==> src/ssp_pkg.sv <==
package ssp_pkg;
  localparam logic [7:0] ADDR_CTRL1 = 8'h00;
  localparam logic [7:0] ADDR_BUF = 8'h04;
  localparam logic [7:0] ADDR_STAT = 8'h08;
  localparam logic [7:0] ADDR_IST = 8'h0c;
  localparam logic [7:0] ADDR_IEN = 8'h10;
  localparam logic [7:0] ADDR_ICLR = 8'h14;
  localparam int WRITE_COLLISION_FLAG_BIT = 7;
  localparam int OVF_BIT = 6;
  localparam int EN_BIT = 5;
  localparam int CKP_BIT = 4;
  localparam int STAT_BF_BIT = 0;
  localparam int STAT_BUSY_BIT = 1;
  localparam int EV_DONE = 0;
  localparam int EV_WRITE_COLLISION_FLAG = 1;
  localparam int EV_OVF = 2;
  localparam int NEV = 3;
  localparam logic [7:0] CTRL1_RESET = 8'h00;
  localparam logic [3:0] MODE_SPIM_DIV4 = 4'h0;
  localparam logic [3:0] MODE_SPIM_DIV16 = 4'h1;
  localparam logic [3:0] MODE_SPIM_DIV64 = 4'h2;
  localparam logic [3:0] MODE_SPIM_TMR = 4'h3;
  localparam logic [3:0] MODE_SPIS_SEL = 4'h4;
  localparam logic [3:0] MODE_SPIS_NOSEL = 4'h5;
  localparam logic [3:0] MODE_I2CS_7 = 4'h6;
  localparam logic [3:0] MODE_I2CS_10 = 4'h7;
  localparam logic [3:0] MODE_I2CM = 4'h8;
  localparam logic [3:0] MODE_SPIM_ADD = 4'ha;
  localparam logic [3:0] MODE_I2CM_FW = 4'hb;
  localparam logic [3:0] MODE_I2CS_7I = 4'he;
  localparam logic [3:0] MODE_I2CS_10I = 4'hf;
  localparam logic [5:0] HALF_DIV4 = 6'h02;
  localparam logic [5:0] HALF_DIV16 = 6'h08;
  localparam logic [5:0] HALF_DIV64 = 6'h20;
  localparam logic [3:0] NBITS = 4'h8;
  localparam int PIN_SCK = 0;
  localparam int PIN_SDI = 1;
  localparam int PIN_SDO = 2;
  localparam int PIN_SS = 3;
  localparam int NPIN = 4;

  typedef enum logic [0:0] {SSP_IDLE, SSP_RUN} ssp_phase_t;

  typedef struct packed {
    logic [NPIN-1:0] o;
    logic [NPIN-1:0] oe;
  } ssp_pins_t;

  typedef struct packed {
    ssp_phase_t phase;
    logic [7:0] ctrl;
    logic [7:0] buf_q;
    logic bf;
    logic [7:0] sr;
    logic rbit;
    logic [3:0] cnt;
    logic [5:0] div;
    logic sck_o;
    logic sck_q;
    logic [NEV-1:0] ist;
    logic [NEV-1:0] ien;
    logic [31:0] prdata;
  } ssp_state_t;
endpackage

==> src/ssp_sync.sv <==
`timescale 1ns/1ps
module ssp_sync #(
  parameter int W = 4
) (
  input wire logic pclk,
  input wire logic presetn,
  input wire logic [W-1:0] d,
  output logic [W-1:0] q
);
  logic [W-1:0] meta_r;

  // The first stage feeds only the second stage.
  always_ff @(posedge pclk or negedge presetn)
  begin
    if (!presetn)
    begin
      meta_r <= '0;
      q <= '0;
    end
    else
    begin
      meta_r <= d;
      q <= meta_r;
    end
  end
endmodule

==> src/ssp_port.sv <==
`timescale 1ns/1ps
// Summary of operation
// - Buffer write while transmitting sets collision flag
// - Slave byte into full buffer sets overflow
// - On overflow drop shifted byte, keep buffer
// - Overflow never raised in master operation
// - SPI enable hands SCK, SDO, SDI, SS pins
// - I2C enable hands SDA and SCL pins
// - Enable cleared disables port, pins to GPIO
module ssp_port #(
  parameter logic [5:0] ALT_HALF = 6'h02
) (
  input wire logic pclk,
  input wire logic presetn,
  input wire logic psel,
  input wire logic penable,
  input wire logic pwrite,
  input wire logic [7:0] paddr,
  input wire logic [31:0] pwdata,
  output logic [31:0] prdata,
  output logic pready,
  output logic pslverr,
  input wire logic [ssp_pkg::NPIN-1:0] pin_i,
  output ssp_pkg::ssp_pins_t pin,
  input wire ssp_pkg::ssp_pins_t gpio,
  output logic irq
);
  ssp_pkg::ssp_state_t s_r;
  ssp_pkg::ssp_state_t s_nxt;
  logic [ssp_pkg::NPIN-1:0] pin_s;
  logic en;
  logic clock_polarity_hold_bit;
  logic [3:0] mode;
  logic is_i2c;
  logic spi_m;
  logic spi_s;
  logic setup;
  logic acc_wr;
  logic acc_rd;
  logic mapped;
  logic lead;
  logic trail;
  logic ss_idle;
  logic busy;
  logic buf_wr;
  localparam int NEV_W = ssp_pkg::NEV;
  logic [5:0] half;
  logic [NEV_W-1:0] ev;
  logic din;

  ssp_sync #(.W(ssp_pkg::NPIN)) u_sync (
    .pclk(pclk),
    .presetn(presetn),
    .d(pin_i),
    .q(pin_s)
  );

  assign en = s_r.ctrl[ssp_pkg::EN_BIT];
  assign clock_polarity_hold_bit = s_r.ctrl[ssp_pkg::CKP_BIT];
  assign mode = s_r.ctrl[3:0];
  assign is_i2c = mode inside {ssp_pkg::MODE_I2CS_7, ssp_pkg::MODE_I2CS_10,
    ssp_pkg::MODE_I2CM, ssp_pkg::MODE_I2CM_FW, ssp_pkg::MODE_I2CS_7I,
    ssp_pkg::MODE_I2CS_10I};
  assign spi_m = mode inside {ssp_pkg::MODE_SPIM_DIV4,
    ssp_pkg::MODE_SPIM_DIV16, ssp_pkg::MODE_SPIM_DIV64,
    ssp_pkg::MODE_SPIM_TMR, ssp_pkg::MODE_SPIM_ADD};
  assign spi_s = mode inside {ssp_pkg::MODE_SPIS_SEL,
    ssp_pkg::MODE_SPIS_NOSEL};
  assign ss_idle = (mode == ssp_pkg::MODE_SPIS_SEL) && pin_s[ssp_pkg::PIN_SS];
  assign busy = (s_r.phase == ssp_pkg::SSP_RUN) || (s_r.cnt != 4'h0);
  // The master takes its bit at the trailing edge, because the synchroniser
  // delays SDI by two cycles and the fastest divider would otherwise see
  // the previous bit at the leading edge.
  assign din = spi_m ? pin_s[ssp_pkg::PIN_SDI] : s_r.rbit;

  assign setup = psel && !penable;
  assign acc_wr = psel && penable && pwrite;
  assign acc_rd = psel && penable && !pwrite;
  assign mapped = paddr inside {ssp_pkg::ADDR_CTRL1, ssp_pkg::ADDR_BUF,
    ssp_pkg::ADDR_STAT, ssp_pkg::ADDR_IST, ssp_pkg::ADDR_IEN,
    ssp_pkg::ADDR_ICLR};
  assign buf_wr = acc_wr && (paddr == ssp_pkg::ADDR_BUF);
  assign pready = 1'b1;
  assign pslverr = psel && penable && !mapped;
  assign prdata = s_r.prdata;
  assign irq = |(s_r.ist & s_r.ien);

  always_comb
  begin
    case (mode)
      ssp_pkg::MODE_SPIM_DIV16: half = ssp_pkg::HALF_DIV16;
      ssp_pkg::MODE_SPIM_DIV64: half = ssp_pkg::HALF_DIV64;
      ssp_pkg::MODE_SPIM_TMR, ssp_pkg::MODE_SPIM_ADD: half = ALT_HALF;
      default: half = ssp_pkg::HALF_DIV4;
    endcase
  end

  // Slave edges come from the synchronised pin; master edges from the
  // divider, so both share one shift path.
  always_comb
  begin
    lead = 1'b0;
    trail = 1'b0;
    if (spi_s && !ss_idle)
    begin
      lead = (pin_s[ssp_pkg::PIN_SCK] != clock_polarity_hold_bit) && (s_r.sck_q == clock_polarity_hold_bit);
      trail = (pin_s[ssp_pkg::PIN_SCK] == clock_polarity_hold_bit) && (s_r.sck_q != clock_polarity_hold_bit);
    end
    else if (spi_m && s_r.phase == ssp_pkg::SSP_RUN && s_r.div == 6'h01)
    begin
      lead = (s_r.sck_o == clock_polarity_hold_bit);
      trail = (s_r.sck_o != clock_polarity_hold_bit);
    end
  end

  always_comb
  begin
    s_nxt = s_r;
    ev = '0;
    s_nxt.sck_q = pin_s[ssp_pkg::PIN_SCK];
    if (setup)
    begin
      case (paddr)
        ssp_pkg::ADDR_CTRL1: s_nxt.prdata = {24'h000000, s_r.ctrl};
        ssp_pkg::ADDR_BUF: s_nxt.prdata = {24'h000000, s_r.buf_q};
        ssp_pkg::ADDR_STAT: s_nxt.prdata = {30'h00000000, busy, s_r.bf};
        ssp_pkg::ADDR_IST: s_nxt.prdata = {29'h00000000, s_r.ist};
        ssp_pkg::ADDR_IEN: s_nxt.prdata = {29'h00000000, s_r.ien};
        default: s_nxt.prdata = 32'h00000000;
      endcase
    end
    if (acc_rd && paddr == ssp_pkg::ADDR_BUF)
      s_nxt.bf = 1'b0;
    if (acc_wr)
    begin
      case (paddr)
        ssp_pkg::ADDR_CTRL1:
        begin
          s_nxt.ctrl[5:0] = pwdata[5:0];
          s_nxt.ctrl[7:6] = s_r.ctrl[7:6] & pwdata[7:6];
        end
        ssp_pkg::ADDR_IEN: s_nxt.ien = pwdata[NEV_W-1:0];
        ssp_pkg::ADDR_ICLR: s_nxt.ist = s_r.ist & ~pwdata[NEV_W-1:0];
        default: ;
      endcase
    end
    if (en && !is_i2c && buf_wr)
    begin
      if (busy)
        ev[ssp_pkg::EV_WRITE_COLLISION_FLAG] = 1'b1;
      else
      begin
        s_nxt.sr = pwdata[7:0];
        if (spi_m)
        begin
          s_nxt.phase = ssp_pkg::SSP_RUN;
          s_nxt.div = half;
        end
      end
    end
    if (en && spi_m && s_r.phase == ssp_pkg::SSP_RUN)
    begin
      s_nxt.div = (s_r.div == 6'h01) ? half : s_r.div - 6'h01;
      if (lead || trail)
        s_nxt.sck_o = ~s_r.sck_o;
    end
    if (lead)
      s_nxt.rbit = pin_s[ssp_pkg::PIN_SDI];
    if (trail)
    begin
      s_nxt.sr = {s_r.sr[6:0], din};
      s_nxt.cnt = s_r.cnt + 4'h1;
      if (s_r.cnt == ssp_pkg::NBITS - 4'h1)
      begin
        s_nxt.cnt = 4'h0;
        s_nxt.phase = ssp_pkg::SSP_IDLE;
        ev[ssp_pkg::EV_DONE] = 1'b1;
        if (spi_s && s_r.bf)
          ev[ssp_pkg::EV_OVF] = 1'b1;
        else
        begin
          s_nxt.buf_q = {s_r.sr[6:0], din};
          s_nxt.bf = 1'b1;
        end
      end
    end
    if (spi_s && ss_idle)
      s_nxt.cnt = 4'h0;
    if (s_nxt.phase == ssp_pkg::SSP_IDLE)
      s_nxt.sck_o = s_nxt.ctrl[ssp_pkg::CKP_BIT];
    // Hardware sets beat a simultaneous software clear.
    if (ev[ssp_pkg::EV_WRITE_COLLISION_FLAG])
      s_nxt.ctrl[ssp_pkg::WRITE_COLLISION_FLAG_BIT] = 1'b1;
    if (ev[ssp_pkg::EV_OVF])
      s_nxt.ctrl[ssp_pkg::OVF_BIT] = 1'b1;
    s_nxt.ist = s_nxt.ist | ev;
    if (!s_nxt.ctrl[ssp_pkg::EN_BIT])
    begin
      s_nxt.phase = ssp_pkg::SSP_IDLE;
      s_nxt.cnt = 4'h0;
      s_nxt.bf = 1'b0;
    end
  end

  always_ff @(posedge pclk or negedge presetn)
  begin
    if (!presetn)
    begin
      s_r <= '0;
      s_r.ctrl <= ssp_pkg::CTRL1_RESET;
    end
    else
      s_r <= s_nxt;
  end

  // Pin ownership; while enabled the peripheral sets all four pad directions in SPI, only SCK and SDI in I2C; GPIO otherwise.
  always_comb
  begin
    pin = gpio;
    if (en && !is_i2c)
    begin
      pin.o[ssp_pkg::PIN_SCK] = s_r.sck_o;
      pin.oe[ssp_pkg::PIN_SCK] = spi_m;
      pin.o[ssp_pkg::PIN_SDO] = s_r.sr[7];
      pin.oe[ssp_pkg::PIN_SDO] = spi_m || (spi_s && !ss_idle);
      pin.o[ssp_pkg::PIN_SDI] = 1'b0;
      pin.oe[ssp_pkg::PIN_SDI] = 1'b0;
      pin.o[ssp_pkg::PIN_SS] = 1'b0;
      pin.oe[ssp_pkg::PIN_SS] = 1'b0;
    end
    else if (en)
    begin
      // Open-drain style: SCL is only ever pulled low, SDA left released.
      pin.o[ssp_pkg::PIN_SCK] = 1'b0;
      pin.oe[ssp_pkg::PIN_SCK] = mode[2] && mode[1] && !clock_polarity_hold_bit;
      pin.o[ssp_pkg::PIN_SDI] = 1'b0;
      pin.oe[ssp_pkg::PIN_SDI] = 1'b0;
    end
  end
endmodule

==> config.mk <==
export PLATFORM = sky130hd
export DESIGN_NAME = ssp_port
export DESIGN_NICKNAME = d
export VERILOG_FILES = /design/src/ssp_pkg.sv /design/src/ssp_sync.sv /design/src/ssp_port.sv
export SDC_FILE = /design/constraint.sdc
export NUM_CORES = 1
export LEC_CHECK = 0
export ABC_AREA = 1
export BUFFER_PORTS_ARGS = -buffer_cell sky130_fd_sc_hd__buf_2
export CAP_MARGIN = 20
export CORE_AREA = 2 2 85 103
export CTS_BUF_LIST = sky130_fd_sc_hd__clkbuf_8
export DETAILED_ROUTE_END_ITERATION = 8
export DIE_AREA = 0 0 87 105
export PLACE_DENSITY = 0.69
export SLEW_MARGIN = 0
export SYNTH_ARGS = -nofsm -noshare
export SYNTH_HDL_FRONTEND = slang
export SYNTH_SLANG_ARGS = --single-unit
==> constraint.sdc <==
create_clock -name pclk -period 5.49 [get_ports pclk]
set_clock_uncertainty 0.2 [all_clocks]
set_input_delay 0.2745 -clock pclk [delete_from_list [all_inputs] [get_ports pclk]]
set_output_delay 0.2745 -clock pclk [all_outputs]
set_load 0.01 [all_outputs]
==> results of run 1 <==
-- routing by layer --
metal / track usage / vias to the layer above
met5: 0 / -
met4: 0.0770 / 0
met3: 0.0411 / 15
met2: 0.289 / 75
met1: 0.231 / 1297
li1: - / 1436
-- cell families (layout without fill, tap and decap cells) --
logic type,Yosys count,count (layout),synth area share
xor gates and xnor gates,8,8,0.0196
AOI/OAI and AO/OA,61,61,0.116
and+or+nand+nor,207,207,0.292
adders and majority gates,4,4,0.0140
other,2,25,0.00211
buffers and inverters,92,125,0.142
DFF,59,59,0.414
-- registers in the layout, summed over array words and instances (netlist names) --
register and flops:
en 1, u_sync.meta_r 3, s_r 39, prdata 8, clock_polarity_hold_bit 1, u_sync.q 3
mode 4
-- worst max-delay path: stages (launching register included) --
cell     delay [ns]
dfrtp_1        0.46
inv_1          0.14
nand2_1        0.07
nand3_1        0.11
nand2_1        0.09
inv_1          0.23
nor2_1         0.06
a31oi_1        0.13
buf_2          0.14
-- per-stage QoR --
step                cells  cell area [um^2]  worst slack [ns]  hold WS [ns]  power [mW]
floorplan             456              3650              3.75        -0.221       0.547
global placement      564              3740              3.48         0.132       0.568
detailed placement    564              3740              3.46         0.135       0.570
CTS                   584              3950              3.25       0.00283       0.918
global route          584              3950              3.12        0.0226       0.961
finish                584              3950              3.24        0.0192       0.908
-- layout by cell type, fill, tap and decap left out, drive strengths merged, types with 6 or more instances in the layout --
cell type | Yosys | final
a21oi | 7 | 7
buf | 36 | 50
clkbuf | 1 | 11
conb | 2 | 25
dfrtp | 59 | 59
inv | 53 | 56
nand2 | 124 | 124
nand3 | 27 | 27
nand4 | 8 | 8
nor2 | 37 | 37
nor3 | 7 | 7
o21ai | 42 | 42
xor2 | 6 | 6
-- path summary, 6_finish.rpt --
| check | startpoint | end | slack, ns |
|---|---|---|---|
| worst max-delay path | mode[1] | pin[2] | 3.24 |
| worst min-delay path | pwdata[1] | s_r[52] | 0.02 |
| worst max register to register | s_r[41] | s_r[55] | 3.45 |
| worst min register to register | u_sync.meta_r[3] | u_sync.q[3] | 0.15 |
| max in group asynchronous | presetn | s_r[57] | 4.18 |
| min in group asynchronous | presetn | s_r[38] | 0.42 |
-- cell type report --
| cell class | count | area [um^2] |
|---|---|---|
| Fill cell | 774 | 4110 |
| Multi-Input combinational cell | 305 | 1670 |
| Sequential cell | 59 | 1480 |
| Timing Repair Buffer | 54 | 293 |
| Inverter | 55 | 221 |
| Clock buffer | 11 | 151 |
| Tap cell | 95 | 119 |
| Clock inverter | 5 | 21.3 |
-- power breakdown --
part | internal (mW) | total (mW) | switching, mW
Sequential | 0.448 | 0.460 | 0.0120
Clock | 0.182 | 0.344 | 0.163
Combinational | 0.0367 | 0.104 | 0.0674
Total | 0.666 | 0.908 | 0.242
==> results_dict.tcl, run 1 <==
set metrics [dict create \
    synth_area_leader_cell "dfrtp_1" \
    wl_met3_um 346 \
    critPathRequiredTime_ns 5.02 \
    grt_pass1_wl_mm 12.8 \
    synth_area_leaders "dfrtp_1, nand2_1, buf_4" \
    ys_seq_area_frac 0.414 \
    grt_pass1_vias 2740 \
    clk_latency_ns 0.34 \
    critPathLaunchType "flop" \
    start_util 0.442 \
    num_rows 36 \
    cts_buffers 9 \
    grt_usage 0.180 \
    avgSynthCellArea_um2 8.24 \
    rsz0062_at_grt "no" \
    synth_seq_cells 59 \
    period_share 0.410 \
    synth_edf_count 0 \
    drtPass1Iterations 4 \
    area_growth_syn_to_layout_pct 10.8 \
    power_density_nw_per_um2 230 \
    power.leakage_nw 2.07 \
    cts_tree "done" \
    clock_path_buffers 2 \
    endpoint_kind "output pin" \
    cts-htree-levels 3 \
    criticalPathCategory "flop to output pin" \
    hold_violations 0 \
    cp.arrival_ns 1.78 \
    slew-limit-headroom 0.508 \
    rr_worst_depth 11 \
    yosysUniqueCellTypes 42 \
    drv_slew 0 \
    cap_viol_max_count 0 \
    hold_class "input pin to flop" \
    wire_per_inst_um 12.8 \
    core_um2 8060 \
    ys.flop_type "dfrtp_1" \
    yosysMostFrequentCell "nand2_1" \
    async_flop_share 1.00 \
    synthesis.area_um2 3570 \
    setup_viol 0 \
    io_pins 100 \
    max-vdd-ir-drop_v 0.000111 \
    drc_errors 0 \
    cp_max_fo 7 \
    ant_nets 0 \
    die_y_um 105 \
    syn_inst 433 \
    final_net_count 545 \
    dieArea_um2 9140 \
    hold_buffers 4 \
    hold_path_depth 3 \
    io_buffers 49 \
    dr_wl_met2_mm 3.72 \
    antenna_found_initial 0 \
    yosysWarnings 0 \
    synth.top_cell.area_share 0.414 \
    route.top_layer_used "met4" \
    drt-total-wl_mm 7.46 \
    dp_hpwl_mm 5.70 \
    tns_ns 0 \
    vias 2823 \
    root_buffer "clkbuf_8" \
    cts_resized 0 \
    overflow 0 \
    drive_above_1_share 0.252 \
    clock-sinks 59 \
    clk_pin_slew_worst_paths_ns 0.06 \
    worst_pin_slew_ns 0.738 \
    outcome "complete, no violations" \
    postCtsSetupBuffers 0 \
    drtIter0Drc 188 \
    fin_util 0.490 \
    gp_congestion 0.818 \
    wl_met1_mm 3.21 \
    max_freq_mhz 444 \
    synthTopCellsByCount "nand2_1, dfrtp_1, inv_1" \
    via_per_inst 4.83 \
    fin_crit_ns 2.25 \
    grt_max_degree 60 \
    die-width_um 87 \
    diodes 0 \
]
Note: power is estimated with default switching activity, not from simulation.
==> run 2: changes to the inputs <==
- ABC_AREA: 1 -> 0
- CORE_AREA: 2 2 85 103 -> 2 2 82 100
- DIE_AREA: 0 0 87 105 -> 0 0 84 102
- PLACE_DENSITY: 0.69 -> 0.7
- clock period: 5.49 -> 2.1 ns (I/O delays scaled with it)
==> results_dict.tcl, run 2 <==
set metrics [dict create \
    outcome "finished with violations" \
    violations "setup timing" \
    clk_latency_ns 0.34 \
    die-width_um 84 \
    synth_area_leaders "dfrtp_1, buf_4, mux2i_1" \
    drt-total-wl_mm 8.83 \
    diodes 0 \
    cap_viol_max_count 0 \
    critPathRequiredTime_ns 1.79 \
    clk_pin_slew_worst_paths_ns 0.07 \
    yosysUniqueCellTypes 59 \
    crit_path_max_incr_delay_ns 0.50 \
    start_util 0.441 \
    tns_ns -4.16 \
    overflow 0 \
    dpl_cell_area_um2 3840 \
    whs_ns 0.0577 \
    worst_slack_ns -0.300 \
    drc_errors 0 \
    synthTopCellsByCount "dfrtp_1, buf_4, nand2_1" \
    power.leakage_nw 2.13 \
    dp_hpwl_mm 5.92 \
    reg2reg_slack_ns -0.20 \
    synth_edf_count 0 \
    avgSynthCellArea_um2 10.3 \
    root_buffer "clkbuf_8" \
    drtIter0Drc 227 \
    endpoint_kind "output pin" \
    period_share 1.14 \
    setup_viol 37 \
    synthesis.area_um2 3340 \
    cp_cell_sequence "or4b_4, o211ai_1, buf_4, mux2_4, buf_6" \
    num_rows 35 \
    antenna_found_initial 0 \
    finalInstanceArea_um2 4590 \
    largest_reg_flops 39 \
    async_flop_share 1.00 \
    io_pins 100 \
    rr_worst_depth 7 \
    layout_commonest_cell "dfrtp_1" \
    area_growth_syn_to_layout_pct 37.6 \
    critPathTopFamily "simple AND/OR/NAND/NOR gates" \
    cts-htree-levels 3 \
    syn_inst 325 \
    fin_crit_ns 2.40 \
    grt_pass1_wl_mm 13.6 \
    yosysWarnings 0 \
    startpoint "mode[3]" \
    gp_congestion 0.847 \
    max-vdd-ir-drop_v 0.000356 \
    core_um2 7580 \
    synth.top_cell.area_share 0.442 \
    drive_above_1_share 0.407 \
    grt_usage 0.203 \
    critPathSlowestCell "or4b_4" \
    rsz0062_at_grt "yes" \
    clock_path_buffers 2 \
    drtPass1Iterations 5 \
    largest_register "s_r" \
    drv_slew 0 \
    cts_tree "done" \
    final_net_count 499 \
    hold_class "input pin to async pin" \
    ys.flop_type "dfrtp_1" \
    rr_endpoint "s_r[39]" \
    wire_per_inst_um 16.5 \
    yosysMostFrequentCell "dfrtp_1" \
    die_y_um 102 \
    final_cell_mix "dfrtp_1, buf_2, buf_4, conb_1, nand2_1" \
    cp_max_fo 3 \
    power_density_nw_per_um2 555 \
    via_per_inst 5.36 \
    io_buffers 49 \
    ys_seq_area_frac 0.442 \
    criticalPathCategory "flop to output pin" \
    max_freq_mhz 417 \
    dieArea_um2 8570 \
    clock-sinks 59 \
    cp.arrival_ns 2.09 \
    r2r-start "mode[3]" \
    cts_buffers 9 \
    grt_pass1_vias 2786 \
    fin_util 0.606 \
    ant_nets 0 \
    synth_area_leader_cell "dfrtp_1" \
    grt_max_degree 26 \
    critPathLaunchType "flop" \
    vias 2863 \
    synth_seq_cells 59 \
    hold_violations 0 \
    critPathBufInv 2 \
]
==> run 2: cell families (layout without fill, tap and decap cells) <==
logic type | count (synthesis) | count (layout) | synth area share
muxes | 43 | 43 | 0.141
other | 2 | 25 | 0.00225
AOI/OAI and AO/OA | 64 | 64 | 0.129
and+or+nand+nor | 94 | 95 | 0.162
adders and majority gates | 4 | 4 | 0.0150
buffers and inverters | 57 | 150 | 0.103
xor gates and xnor gates | 2 | 2 | 0.00525
DFF | 59 | 59 | 0.442
==> run 2: layout make-up <==
type                    instances  area [um^2]
flip-flops and latches         59         1480
multi-input cells             233         1770
inverters                      11         41.3
well taps                      92          115
clock inverters                 4         73.8
fillers                       594         2980
repair buffers                124          965
clock buffers                  11          151
==> run 2: metal layers <==
metal,wire length [um],share of wire,vias to the layer above,global-route usage
met5,0,0,-,0
li1,-,-,1338,-
met3,444,0.050,19,0.0533
met2,4560,0.52,106,0.343
met4,211,0.024,0,0.0819
met1,3610,0.41,1400,0.251
==> run 2: per-stage QoR <==
step                      worst slack [ns]  cells  total power, mW
final                               -0.300    534             2.55
after global routing                -0.339    534             2.63
after CTS                           -0.190    530             2.56
after detailed placement            -0.110    488             1.36
after global placement             -0.0748    488             1.35
after floorplan                     -0.108    348             1.30
==> run 2: timing repair <==
| item | 4_1_cts | 5_1_grt |
|---|---|---|
| pin swaps | 16 | 17 |
| buffers inserted | 10 | 3 |
| gates cloned | 1 | 2 |
| hold buffers | 16 | 0 |
| gates resized for setup | 27 | 24 |
| endpoints found under the hold margin | 88 | 0 |
| setup endpoints to repair | 29 | 38 |
==> run 2: report_power, final <==
| group | switching, mW | leakage [nW] | internal, mW |
|---|---|---|---|
| Combinational | 0.121 | 1.28 | 0.0974 |
| Sequential | 0.00791 | 0.740 | 1.15 |
| Clock | 0.447 | 0.115 | 0.726 |
==> run 2: how the worst max path moves through the flow <==
stage	end	slack (ns)	depth (start not counted)
floorplan	s_r[41]	-0.11	7
global placement	s_r[41]	-0.07	6
detailed placement	s_r[41]	-0.11	6
CTS	pin[6]	-0.19	5
global route	pin[0]	-0.34	7
finish	pin[6]	-0.30	5
==> run 2: worst register-to-register path, cell delays in order (launching register included) <==
cell and delay, ns:
dfrtp_1 0.46, or4b_4 0.51, o211ai_1 0.17, buf_4 0.18, buf_4 0.12, nor4_2 0.04, o22a_1 0.20, mux2_4 0.30
